[src/hdl/bcd_counter_pkg.sv]
package bcd_counter_pkg;

    // Register byte offsets
    localparam logic [7:0]  CTRL_OFFSET       = 8'h00;
    localparam logic [7:0]  PRESET_OFFSET     = 8'h04;
    localparam logic [7:0]  COUNT_OFFSET      = 8'h08;
    localparam logic [7:0]  INT_STATUS_OFFSET = 8'h0C;
    localparam logic [7:0]  INT_MASK_OFFSET   = 8'h10;

    // Control register fields
    localparam int          CTRL_RUN_BIT      = 0;
    localparam int          CTRL_SRC_BIT      = 1;
    localparam int          CTRL_CLEAR_BIT    = 2;
    localparam logic [1:0]  CTRL_RESET        = 2'h1;

    // Interrupt status and mask fields
    localparam int          INT_ZERO_BIT      = 0;
    localparam int          INT_LOAD_BIT      = 1;
    localparam int          INT_BAD_BIT       = 2;
    localparam int          INT_WIDTH         = 3;
    localparam logic [2:0]  INT_RESET         = 3'h0;

    // Count register fields
    localparam int          COUNT_ZERO_BIT    = 8;

    // Digit layout and values
    localparam int          DIGIT_WIDTH       = 4;
    localparam int          DIGIT_COUNT       = 2;
    localparam logic [3:0]  DIGIT_MAX         = 4'h9;
    localparam logic [3:0]  DIGIT_ZERO        = 4'h0;
    localparam logic [7:0]  COUNT_MAX         = 8'h99;
    localparam logic [7:0]  COUNT_ZERO        = 8'h00;
    localparam logic [7:0]  PRESET_RESET      = 8'h00;

    // Pin synchroniser layout and reset value (active-low pins idle high)
    localparam int          PIN_WIDTH         = 13;
    localparam int          PIN_CLK_BIT       = 12;
    localparam int          PIN_CLEAR_BIT     = 11;
    localparam int          PIN_ENABLE_BIT    = 10;
    localparam int          PIN_SLOAD_BIT     = 9;
    localparam int          PIN_ALOAD_BIT     = 8;
    localparam logic [12:0] PIN_RESET         = 13'h0F00;

endpackage

[src/hdl/bcd_digit_step.sv]
`timescale 1ns/100ps

module bcd_digit_step
(
    // Current digit and borrow from the lower digit
    input  wire logic [3:0] digit_in,
    input  wire logic       borrow_in,
    // Next digit and borrow to the higher digit
    output logic      [3:0] digit_next,
    output logic            borrow_out,
    output logic            digit_bad
);

    always_comb
    begin
        digit_bad  = (digit_in > bcd_counter_pkg::DIGIT_MAX);
        borrow_out = borrow_in && (digit_in == bcd_counter_pkg::DIGIT_ZERO);
        if (!borrow_in)
        begin
            digit_next = digit_in;
        end
        else if (digit_in == bcd_counter_pkg::DIGIT_ZERO)
        begin
            // Wrapping through zero gives 9, so 00 steps to 99
            digit_next = bcd_counter_pkg::DIGIT_MAX;
        end
        else
        begin
            // Non-decimal codes simply step down in binary
            digit_next = digit_in - 4'h1;
        end
    end

endmodule // bcd_digit_step

[src/hdl/bcd_down_counter_two_digit.sv]
`timescale 1ns/100ps


module bcd_down_counter_two_digit
(
    // Clock and reset
    input  wire logic        pclk,
    input  wire logic        presetn,
    // APB slave
    input  wire logic        psel,
    input  wire logic        penable,
    input  wire logic        pwrite,
    input  wire logic [7:0]  paddr,
    input  wire logic [31:0] pwdata,
    output logic      [31:0] prdata,
    output logic             pready,
    output logic             pslverr,
    // Counter pins
    input  wire logic        count_clock,
    input  wire logic        master_clear_n,
    input  wire logic        count_enable_n,
    input  wire logic        sync_load_n,
    input  wire logic        async_load_n,
    input  wire logic [7:0]  preset_value,
    output logic             zero_count_n,
    output logic      [3:0]  tens_digit,
    output logic      [3:0]  units_digit,
    // Interrupt
    output logic             irq
);

    // Pin synchroniser: stage one is read only by stage two
    logic [12:0] pin_meta;
    logic [12:0] pin_sync;
    logic        clk_prev;

    always_ff @(posedge pclk or negedge presetn)
    begin
        if (!presetn)
        begin
            pin_meta <= bcd_counter_pkg::PIN_RESET;
            pin_sync <= bcd_counter_pkg::PIN_RESET;
            clk_prev <= 1'b0;
        end
        else
        begin
            pin_meta <= {count_clock, master_clear_n, count_enable_n, sync_load_n,
                         async_load_n, preset_value};
            pin_sync <= pin_meta;
            clk_prev <= pin_sync[bcd_counter_pkg::PIN_CLK_BIT];
        end
    end

    logic       count_edge;
    logic       clear_n_s;
    logic       enable_n_s;
    logic       sload_n_s;
    logic       aload_n_s;
    logic [7:0] preset_pins;

    // Controls are active low throughout
    assign count_edge  = pin_sync[bcd_counter_pkg::PIN_CLK_BIT] && !clk_prev;
    assign clear_n_s   = pin_sync[bcd_counter_pkg::PIN_CLEAR_BIT];
    assign enable_n_s  = pin_sync[bcd_counter_pkg::PIN_ENABLE_BIT];
    assign sload_n_s   = pin_sync[bcd_counter_pkg::PIN_SLOAD_BIT];
    assign aload_n_s   = pin_sync[bcd_counter_pkg::PIN_ALOAD_BIT];
    assign preset_pins = pin_sync[7:0];

    // Registers
    logic [7:0]  count;
    logic [1:0]  ctrl;
    logic [7:0]  preset_reg;
    logic [2:0]  int_status;
    logic [2:0]  int_mask;

    logic [7:0]  next_count;
    logic [1:0]  next_ctrl;
    logic [7:0]  next_preset_reg;
    logic [2:0]  next_int_status;
    logic [2:0]  next_int_mask;
    logic        next_zero_count_n;
    logic        next_irq;
    logic [31:0] next_prdata;
    logic        next_pready;
    logic        next_pslverr;

    // Digit stepping, one stage per digit
    logic [7:0] stepped;
    logic [2:0] borrow;
    logic [1:0] preset_bad;
    logic [7:0] preset_sel;

    // Register preset can replace the pins when software selects it
    assign preset_sel = ctrl[bcd_counter_pkg::CTRL_SRC_BIT] ? preset_reg : preset_pins;
    assign borrow[0]  = 1'b1;

    genvar g;
    generate
        for (g = 0; g < bcd_counter_pkg::DIGIT_COUNT; g = g + 1)
        begin : gen_digit
            // Digit 0 is units, digit 1 tens; borrow cascades upward
            bcd_digit_step u_step
            (
                .digit_in   (count[g*4 +: 4]),
                .borrow_in  (borrow[g]),
                .digit_next (stepped[g*4 +: 4]),
                .borrow_out (borrow[g+1]),
                .digit_bad  ()
            );
            assign preset_bad[g] = (preset_sel[g*4 +: 4] > bcd_counter_pkg::DIGIT_MAX);
        end
    endgenerate

    // APB decode
    logic       apb_setup_done;
    logic       apb_write;
    logic       sw_clear;
    logic       addr_hit;

    assign apb_setup_done = psel && penable && !pready;
    assign apb_write      = psel && penable && pready && pwrite;

    always_comb
    begin
        addr_hit = 1'b0;
        if (paddr == bcd_counter_pkg::CTRL_OFFSET)
        begin
            addr_hit = 1'b1;
        end
        else if (paddr == bcd_counter_pkg::PRESET_OFFSET)
        begin
            addr_hit = 1'b1;
        end
        else if (paddr == bcd_counter_pkg::COUNT_OFFSET)
        begin
            addr_hit = 1'b1;
        end
        else if (paddr == bcd_counter_pkg::INT_STATUS_OFFSET)
        begin
            addr_hit = 1'b1;
        end
        else if (paddr == bcd_counter_pkg::INT_MASK_OFFSET)
        begin
            addr_hit = 1'b1;
        end
    end

    assign sw_clear = apb_write && (paddr == bcd_counter_pkg::CTRL_OFFSET)
                      && pwdata[bcd_counter_pkg::CTRL_CLEAR_BIT];

    // Counter next state
    logic load_now;
    logic counting;

    always_comb
    begin
        next_count = count;
        load_now   = 1'b0;
        counting   = 1'b0;
        if (!clear_n_s || sw_clear)
        begin
            next_count = bcd_counter_pkg::COUNT_MAX;
        end
        else if (!aload_n_s)
        begin
            // Applied on every cycle it is low, whether or not the count clock moves
            next_count = preset_sel;
            load_now   = 1'b1;
        end
        else if (count_edge && !sload_n_s)
        begin
            next_count = preset_sel;
            load_now   = 1'b1;
        end
        else if (count_edge && !enable_n_s && ctrl[bcd_counter_pkg::CTRL_RUN_BIT])
        begin
            next_count = stepped;
            counting   = 1'b1;
        end
        // Otherwise the count holds
    end

    // Zero-count decode tracks enable on every pclk, not on count edges
    always_comb
    begin
        next_zero_count_n = !((next_count == bcd_counter_pkg::COUNT_ZERO) && !enable_n_s);
    end

    // Register writes and interrupt status; a set beats a same-cycle clear
    logic [2:0] events;

    always_comb
    begin
        events                              = 3'h0;
        events[bcd_counter_pkg::INT_ZERO_BIT] = zero_count_n && !next_zero_count_n;
        events[bcd_counter_pkg::INT_LOAD_BIT] = load_now && !(load_now && aload_n_s == 1'b0
                                                 && count == preset_sel);
        events[bcd_counter_pkg::INT_BAD_BIT]  = load_now && (preset_bad != 2'h0);

        next_ctrl       = ctrl;
        next_preset_reg = preset_reg;
        next_int_mask   = int_mask;
        next_int_status = int_status | events;
        if (apb_write)
        begin
            if (paddr == bcd_counter_pkg::CTRL_OFFSET)
            begin
                next_ctrl = pwdata[1:0];
            end
            else if (paddr == bcd_counter_pkg::PRESET_OFFSET)
            begin
                next_preset_reg = pwdata[7:0];
            end
            else if (paddr == bcd_counter_pkg::INT_STATUS_OFFSET)
            begin
                next_int_status = (int_status & ~pwdata[2:0]) | events;
            end
            else if (paddr == bcd_counter_pkg::INT_MASK_OFFSET)
            begin
                next_int_mask = pwdata[2:0];
            end
        end
        next_irq = ((next_int_status & next_int_mask) != 3'h0);
    end

    // APB answer: one wait state, data captured in the first access cycle
    always_comb
    begin
        next_pready  = apb_setup_done;
        next_pslverr = apb_setup_done && !addr_hit;
        next_prdata  = prdata;
        if (apb_setup_done)
        begin
            next_prdata = 32'h0;
            if (pwrite)
            begin
                next_prdata = 32'h0;
            end
            else if (paddr == bcd_counter_pkg::CTRL_OFFSET)
            begin
                next_prdata[1:0] = ctrl;
            end
            else if (paddr == bcd_counter_pkg::PRESET_OFFSET)
            begin
                next_prdata[7:0] = preset_reg;
            end
            else if (paddr == bcd_counter_pkg::COUNT_OFFSET)
            begin
                next_prdata[7:0] = count;
                next_prdata[bcd_counter_pkg::COUNT_ZERO_BIT] = !zero_count_n;
            end
            else if (paddr == bcd_counter_pkg::INT_STATUS_OFFSET)
            begin
                next_prdata[2:0] = int_status;
            end
            else if (paddr == bcd_counter_pkg::INT_MASK_OFFSET)
            begin
                next_prdata[2:0] = int_mask;
            end
        end
    end

    always_ff @(posedge pclk or negedge presetn)
    begin
        if (!presetn)
        begin
            count        <= bcd_counter_pkg::COUNT_MAX;
            ctrl         <= bcd_counter_pkg::CTRL_RESET;
            preset_reg   <= bcd_counter_pkg::PRESET_RESET;
            int_status   <= bcd_counter_pkg::INT_RESET;
            int_mask     <= bcd_counter_pkg::INT_RESET;
            zero_count_n <= 1'b1;
            irq          <= 1'b0;
            prdata       <= 32'h0;
            pready       <= 1'b0;
            pslverr      <= 1'b0;
        end
        else
        begin
            count        <= next_count;
            ctrl         <= next_ctrl;
            preset_reg   <= next_preset_reg;
            int_status   <= next_int_status;
            int_mask     <= next_int_mask;
            zero_count_n <= next_zero_count_n;
            irq          <= next_irq;
            prdata       <= next_prdata;
            pready       <= next_pready;
            pslverr      <= next_pslverr;
        end
    end

    // Digit pins mirror the count register directly
    assign tens_digit  = count[7:4];
    assign units_digit = count[3:0];

endmodule // bcd_down_counter_two_digit

[config.mk]
export PLATFORM = sky130hd
export DESIGN_NAME = bcd_down_counter_two_digit
export DESIGN_NICKNAME = d
export VERILOG_FILES = /design/src/hdl/bcd_counter_pkg.sv /design/src/hdl/bcd_digit_step.sv /design/src/hdl/bcd_down_counter_two_digit.sv
export SDC_FILE = /design/constraint.sdc
export NUM_CORES = 1
export LEC_CHECK = 0
export BUFFER_PORTS_ARGS = -buffer_cell sky130_fd_sc_hd__buf_2
export CAP_MARGIN = 20
export CORE_MARGIN = 5
export CORE_UTILIZATION = 35
export CTS_BUF_LIST = sky130_fd_sc_hd__clkbuf_4
export CTS_CLUSTER_SIZE = 25
export DETAILED_ROUTE_END_ITERATION = 10
export PLACE_DENSITY = 0.68
export SYNTH_ARGS = -nofsm -noshare
export SYNTH_HDL_FRONTEND = slang
export SYNTH_SLANG_ARGS = --single-unit
[constraint.sdc]
create_clock -name pclk -period 6.4 [get_ports pclk]
set_input_delay 1.92 -clock pclk [delete_from_list [all_inputs] [get_ports pclk]]
set_output_delay 1.92 -clock pclk [all_outputs]
set_load 0.03 [all_outputs]
---- Word-level counts from Yosys, hierarchy flattened ----
Cells that the tools add are included.
cells by class
  equal/unequal tests ..................... 5
  div/mod/pow operators ................... 0
  shift-type cells ........................ 0
  add/sub/neg operators ................... 2
  order comparisons ....................... 2
  bitwise logic cells ..................... 7
  reductions and logical operators ........ 35
  $mul .................................... 0
  multiplexer cells ....................... 34
operators with widths
  cell                   number
  $mux W8                6
  $mux W3                12
  $logic_and A1 B1 Y1    17
  $eq A8 B4 Y1 const B   2
  $logic_not A8 Y1       2
  $mux W4                3
  $logic_not A1 Y1       9
  $mux W1                9
  $mux W9                1
  $eq A8 B3 Y1 const B   1
  $eq A8 B5 Y1 const B   1
  $eq A8 B8 Y1           1
  $gt A4 B4 Y1 const B   2
  $logic_not A4 Y1       2
  $sub A4 B1 Y4 const B  2
  $mux W7                1
  $and A3 B3 Y3          2
  $mux W6                1
  $or A3 B3 Y3           2
  $not A3 Y3             1
  $reduce_and A3 Y1      1
  $reduce_bool A3 Y1     1
  $mux W2                1
  $not A1 Y1             2
  other kinds (3)        3
word-level totals
  bits in writable memories ............... 0
  register bits ........................... 64
  memories ................................ 0
  input port bits ......................... 58
  memory bits (read-only) ................. 0
  bits in latches ......................... 0

---- Logic depth before layout (Yosys ltp) ----
  depth after elaboration ................. 18
  mapped depth ............................ 9
  depth with buffers taken out ............ 9

---- Modules after synthesis ----
Synthesis repeated with hierarchy kept, for this count alone.
second synthesis, totals
  cells, all modules ...................... 297
  area total of the unflattened synthesis .. 3224.3 µm²
by module, submodules not included
  module                      times used  area each (µm²)  seq. area each (µm²)  cells each
  bcd_down_counter_two_digit  1           3024.2           1619.1                273
  bcd_digit_step              2           100.1            0.0                   12

---- Worst setup path before layout ----
Ideal clock, no wire load.
  path kind ............................... input port to flip-flop
  start point ............................. input port paddr[5]
  end point ............................... register preset_reg[0]
  path slack .............................. 2.901 ns
  library setup time ...................... 0.128 ns
  arrival ................................. 3.372 ns
  cell stages on the path ................. 6
  cell sequence ........................... or4_4 -> nor3_4 -> and3b_1 -> buf_6 -> nand3_4 -> mux2_1
between the ends
  cells in the longest elaborated chain, start to end .. 3
  elaborated cells on any way between the ends .. 4
ends and longest elaborated chain
  item                             line                               source
  start: declaration               bcd_down_counter_two_digit.sv:13   input wire logic [7:0] paddr,
  $logic_not A8 Y1                 bcd_down_counter_two_digit.sv:206  if (paddr == bcd_counter_pkg::CTRL_OFFSET)
  $not A1 Y1 (no line)             -
  $reduce_and A3 Y1 (no line) (*)  -
  end signal: assignment           bcd_down_counter_two_digit.sv:269  preset_reg <= bcd_counter_pkg::PRESET_RESET;
  end signal: assignment           bcd_down_counter_two_digit.sv:282  preset_reg <= next_preset_reg;
  end: declaration                 bcd_down_counter_two_digit.sv:72   logic [7:0] preset_reg;
Every way passes the cells marked *; elsewhere a longest branch is shown, timed or not.
A chain may end at the register's enable or synchronous reset.

---- Worst setup path in the final report ----
  start point ............................. input port paddr[5]
  end point ............................... register irq
between the ends
  elaborated cells on any way between the ends .. 30
RTL lines
  item                             line                                                                  source
  $logic_not A8 Y1 (*)             bcd_down_counter_two_digit.sv:148                                     assign sw_clear = apb_write && (paddr == bcd_counter_pkg::CTRL_OFFSET)
  $logic_and A1 B1 Y1 (*)          bcd_down_counter_two_digit.sv:148
  $logic_and A1 B1 Y1 (*)          bcd_down_counter_two_digit.sv:149                                     && pwdata[bcd_counter_pkg::CTRL_CLEAR_BIT];
  $logic_or A1 B1 Y1 (*)           bcd_down_counter_two_digit.sv:160                                     if (!clear_n_s || sw_clear)
  $mux W8 (*)                      bcd_down_counter_two_digit.sv:160
  named net next_count[5]          bcd_down_counter_two_digit.sv:76                                      logic [7:0] next_count;
  $logic_not A8 Y1 (*)             bcd_down_counter_two_digit.sv:186                                     next_zero_count_n = !((next_count == bcd_counter_pkg::COUNT_ZERO) && !enable_n_s);
  $logic_and A1 B1 Y1 (*)          bcd_down_counter_two_digit.sv:186
  $logic_and A1 B1 Y1 (*)          bcd_down_counter_two_digit.sv:195                                     events[bcd_counter_pkg::INT_ZERO_BIT] = zero_count_n && !next_zero_count_n;
  $or A3 B3 Y3 (on tied branches)  bcd_down_counter_two_digit.sv:203, bcd_down_counter_two_digit.sv:216
  $mux W3                          bcd_down_counter_two_digit.sv:214                                     else if (paddr == bcd_counter_pkg::INT_STATUS_OFFSET)
  $mux W3                          bcd_down_counter_two_digit.sv:210                                     else if (paddr == bcd_counter_pkg::PRESET_OFFSET)
  $mux W3                          bcd_down_counter_two_digit.sv:206
  $mux W3 (*)                      bcd_down_counter_two_digit.sv:204                                     if (apb_write)
  $and A3 B3 Y3 (*)                bcd_down_counter_two_digit.sv:223                                     next_irq = ((next_int_status & next_int_mask) != 3'h0);
  $reduce_bool A3 Y1 (*)           bcd_down_counter_two_digit.sv:223
  named net next_irq               bcd_down_counter_two_digit.sv:82                                      logic next_irq;
  end signal: assignment           bcd_down_counter_two_digit.sv:286                                     irq <= next_irq;
  end: declaration                 bcd_down_counter_two_digit.sv:29                                      output logic irq
Mark *: on every way through the listed nets, which the timed path passes. The rest lies on a longest branch.

==> results.md <==
- The flow ran to the end, and the final reports show no timing, DRC or antenna violations.
- The via count is 2170.
- The final number of hold-violating endpoints is 0.
- The most used flip-flop cell after synthesis is sky130_fd_sc_hd__dfrtp_1.
- Once the clock tree was built, the setup fixing pass inserted 0 buffers.
- Dividing the final minimum period by the clock period gives 55.8%.
- The full die area is 0.0106 mm^2.
- After the last flow step, the layout net total stands at 379.
- The largest clock skew in the final design is 0.0154 ns.
- During synthesis, Yosys emitted a total of 0 warnings.
- The total congestion overflow after global routing is 0.
- The filler cells instantiated in the layout total 848.
- After synthesis, the cell types taking the most area are sky130_fd_sc_hd__dfrtp_1 (41%), sky130_fd_sc_hd__dfstp_2 (12%), sky130_fd_sc_hd__buf_4 (5.7%).
- In this run the vertical extent of the chip is 103 um.
- In the layout the commonest cells are sky130_fd_sc_hd__buf_2 (54), sky130_fd_sc_hd__dfrtp_1 (50), sky130_fd_sc_hd__nand2_1 (26), sky130_fd_sc_hd__conb_1 (23), sky130_fd_sc_hd__dfstp_2 (14).
- The synthesized netlist contains 63 unique library cells.
- The number of hold buffers added after CTS is 0.
- The setup TNS after final layout is 0 ns.
- The count of inserted antenna diode cells is 0.
- Along the worst path, the maximum fanout reaches 6.
- The share of the synthesized area in the top cell type is 41.3%.
- The tightest slew margin relative to the limit is 36.1%.
- The signed area change from the synthesized netlist to the final layout is 14.4%.
- Entering global routing, the biggest net connects 65 pins.
- STA classifies the critical path endpoint as a register.
- The first-pass iteration count of the detailed router is 4.
- For this design the static power due to leakage is 1.55 nW.
- The tightest min-delay check is of the register to register type.
- The largest registers in the layout are pin_meta: 13 flops, pin_sync: 13 flops, prdata: 9 flops.
- In this run the cell area measured after placement is 0.00331 mm^2.
- The number of global-route vias before repair is 2207.
- The average instance in the mapped netlist occupies 11.6 um^2.
- The number of standard-cell rows in the floorplan is 34.
- The number of ports placed on the die boundary is 102.
- The clock tree root driver cell is sky130_fd_sc_hd__clkbuf_4.
- The final routed wire length divided by cell count is 16.0 um.
- The wire length reported by the detailed router is 6910 um.
- The clock-pin slew reported for the worst setup and hold paths after clock tree synthesis is 0.11 ns.
- Across the whole layout, storage elements account for 0.00162 mm^2.
- The maximum resistive drop on vdd is 0.0000951 V.
- The tool flagged a number of max-cap violations equal to 0.
- In this run the horizontal extent of the chip is 103 um.
- Buffers inserted during clock tree synthesis total 9.
- The area occupied by multi-input gates is 0.00125 mm^2.
- Post-CTS repair changed the size of 0 cells.
- The top cell type by total area after synthesis is sky130_fd_sc_hd__dfrtp_1.
- The number of nets with antenna violations after detailed routing is 0.
- Dividing the detail-routed via count by the number of cells gives 5.02.
- For the finished layout, the period the worst path requires is 3.57 ns.
- Input and output buffers added on the ports amount to 54.
- The most common cell after layout, fill and taps aside is sky130_fd_sc_hd__buf_2.
- The detailed router finished its first iteration with 139 violations.
- The total power divided by cell area is 242 mW/mm^2.
- No sink is reached through more buffers than the 2 on the longest clock path.
- The maximum level of the CTS H-tree is 3.
- The number of antenna violations at the first check in global routing is 0.
- In this run the cell area of the synthesized design comes to 0.00303 mm^2.
- Sequential cells were found to cover 53.4% of the synthesized design area.
- The half-perimeter wire length after detailed placement is 5180 um.
- The count of clock tree sinks is 64.
- The category of the most critical setup path is input port to register.
- At the worst endpoint, the required time is 6.72 ns.
- The share of cells above drive strength 1 is 31.8%.
- The source-to-sink clock delay at the later pin of the worst-skew pair is 0.40 ns.
- The share of synthesized registers carrying an async set or reset is 100%.
- The post-synthesis cell count is 262.
- The final instance area is 0.00347 mm^2.
- Once the floorplan was initialized, standard cells occupied 35.3% of the core.
- Setup repair after global routing left no endpoint under its margin.
- The number of synthesized register bits is 64.
- Once layout is complete, the utilization of the core stands at 40.3%.
- The congestion estimate from routability-driven global placement came to 0.822.
- For this run, design rule violations remaining after detail routing come to 0.
- The final number of max-transition violations is 0.
- The critical path launch point type is an input port.
- For the worst setup path, the data arrival time is 3.89 ns.
- For this run, the top clock speed supported by timing is 280 MHz.
- The global router's overall resource usage is 13.6%.
- At the pin with the least slew margin, the transition time is 0.945 ns.
- The wire length of the first global-routing pass is 11100 um.
- The core area is 0.00859 mm^2.
- Counting flops with a built-in enable in the synthesized netlist gives 0.
- The setup-violating endpoint count in the final report is 0.
- TritonCTS built the clock tree.
-- logic make-up (layout without fill, tap and decap cells) --
kind of cell	after synthesis	after routing	synth area share [%]
buffers and inverters	39	79	8.21
XOR/XNOR	8	8	2.31
multiplexers	21	21	7.59
other	1	23	0.124
AND/OR/NAND/NOR	80	80	16.3
AO/OA/AOI/OAI	47	47	11.3
adder cells (fa/ha/maj)	2	2	0.825
flip-flops	64	64	53.4
-- report_power, final --
part / total, mW / leakage [nW] / switching, mW / internal (mW)
logic: 0.0951 / 0.680 / 0.0667 / 0.0283
registers: 0.434 / 0.785 / 0.0127 / 0.422
clock network: 0.310 / 0.0800 / 0.149 / 0.161
-- path summary, 6_finish.rpt --
check,slack [ns],startpoint,to,cells after the start
max,2.83,paddr[5],irq$_DFF_PN0_,8
min,0.36,pin_meta[11]$_DFF_PN1_,pin_sync[11]$_DFF_PN1_,0
max reg2reg,3.69,ctrl[0]$_DFFE_PN1N_,irq$_DFF_PN0_,7
min reg2reg,0.36,pin_meta[11]$_DFF_PN1_,pin_sync[11]$_DFF_PN1_,0
max in group asynchronous,4.19,presetn,preset_reg[7]$_DFFE_PN0P_,2
min in group asynchronous,1.69,presetn,pin_sync[3]$_DFF_PN0_,2
-- per-layer routing --
layer	share of wire [%]	track usage [%]	wire length, um
met4	1.4	4.78	97
met5	0	0	0
met2	46	21.5	3210
met3	8.8	4.67	609
met1	43	17.4	3000
-- worst max-delay path, cell delays in order --
cell                       delay (ns)
sky130_fd_sc_hd__buf_2           0.11
sky130_fd_sc_hd__nor4_1          0.59
sky130_fd_sc_hd__nand2_1         0.30
sky130_fd_sc_hd__o21ai_2         0.36
sky130_fd_sc_hd__a211oi_1        0.13
sky130_fd_sc_hd__nor2_1          0.14
sky130_fd_sc_hd__nand4_1         0.16
sky130_fd_sc_hd__o21ai_1         0.18
-- cells in the mapped netlist (all sizes together) (3+ instances only) --
| library cell | count |
|---|---|
| dfrtp | 50 |
| buf | 26 |
| nand2 | 26 |
| dfstp | 14 |
| mux2 | 13 |
| o21ai | 12 |
| nor2 | 10 |
| inv | 8 |
| mux2i | 8 |
| nor4 | 8 |
| xnor2 | 8 |
| nor3 | 7 |
| nand3 | 6 |
| a211oi | 5 |
| a22oi | 5 |
| clkbuf | 5 |
| o211ai | 4 |
| a21oi | 3 |
| nand3b | 3 |
| o41ai | 3 |
-- area by class of cell --
class                   count  area share, %
repair buffers             55           8.01
flip-flops and latches     64           46.7
well taps                 108           3.90
clock buffers              10           2.17
multi-input cells         181           35.9
clock inverters             6           2.42
inverters                   8          0.866
-- through the flow --
stage                     hold WS (ns)  power (mW)  instances  worst slack [ns]
after floorplan                  0.331       0.510        284              2.90
after global placement           0.333       0.535        416              2.49
after detailed placement         0.337       0.537        416              2.41
after CTS                        0.359       0.850        432              2.85
after global routing             0.367       0.879        432              2.58
final                            0.359       0.839        432              2.83
No activity file was read; power rests on OpenSTA's default activity.
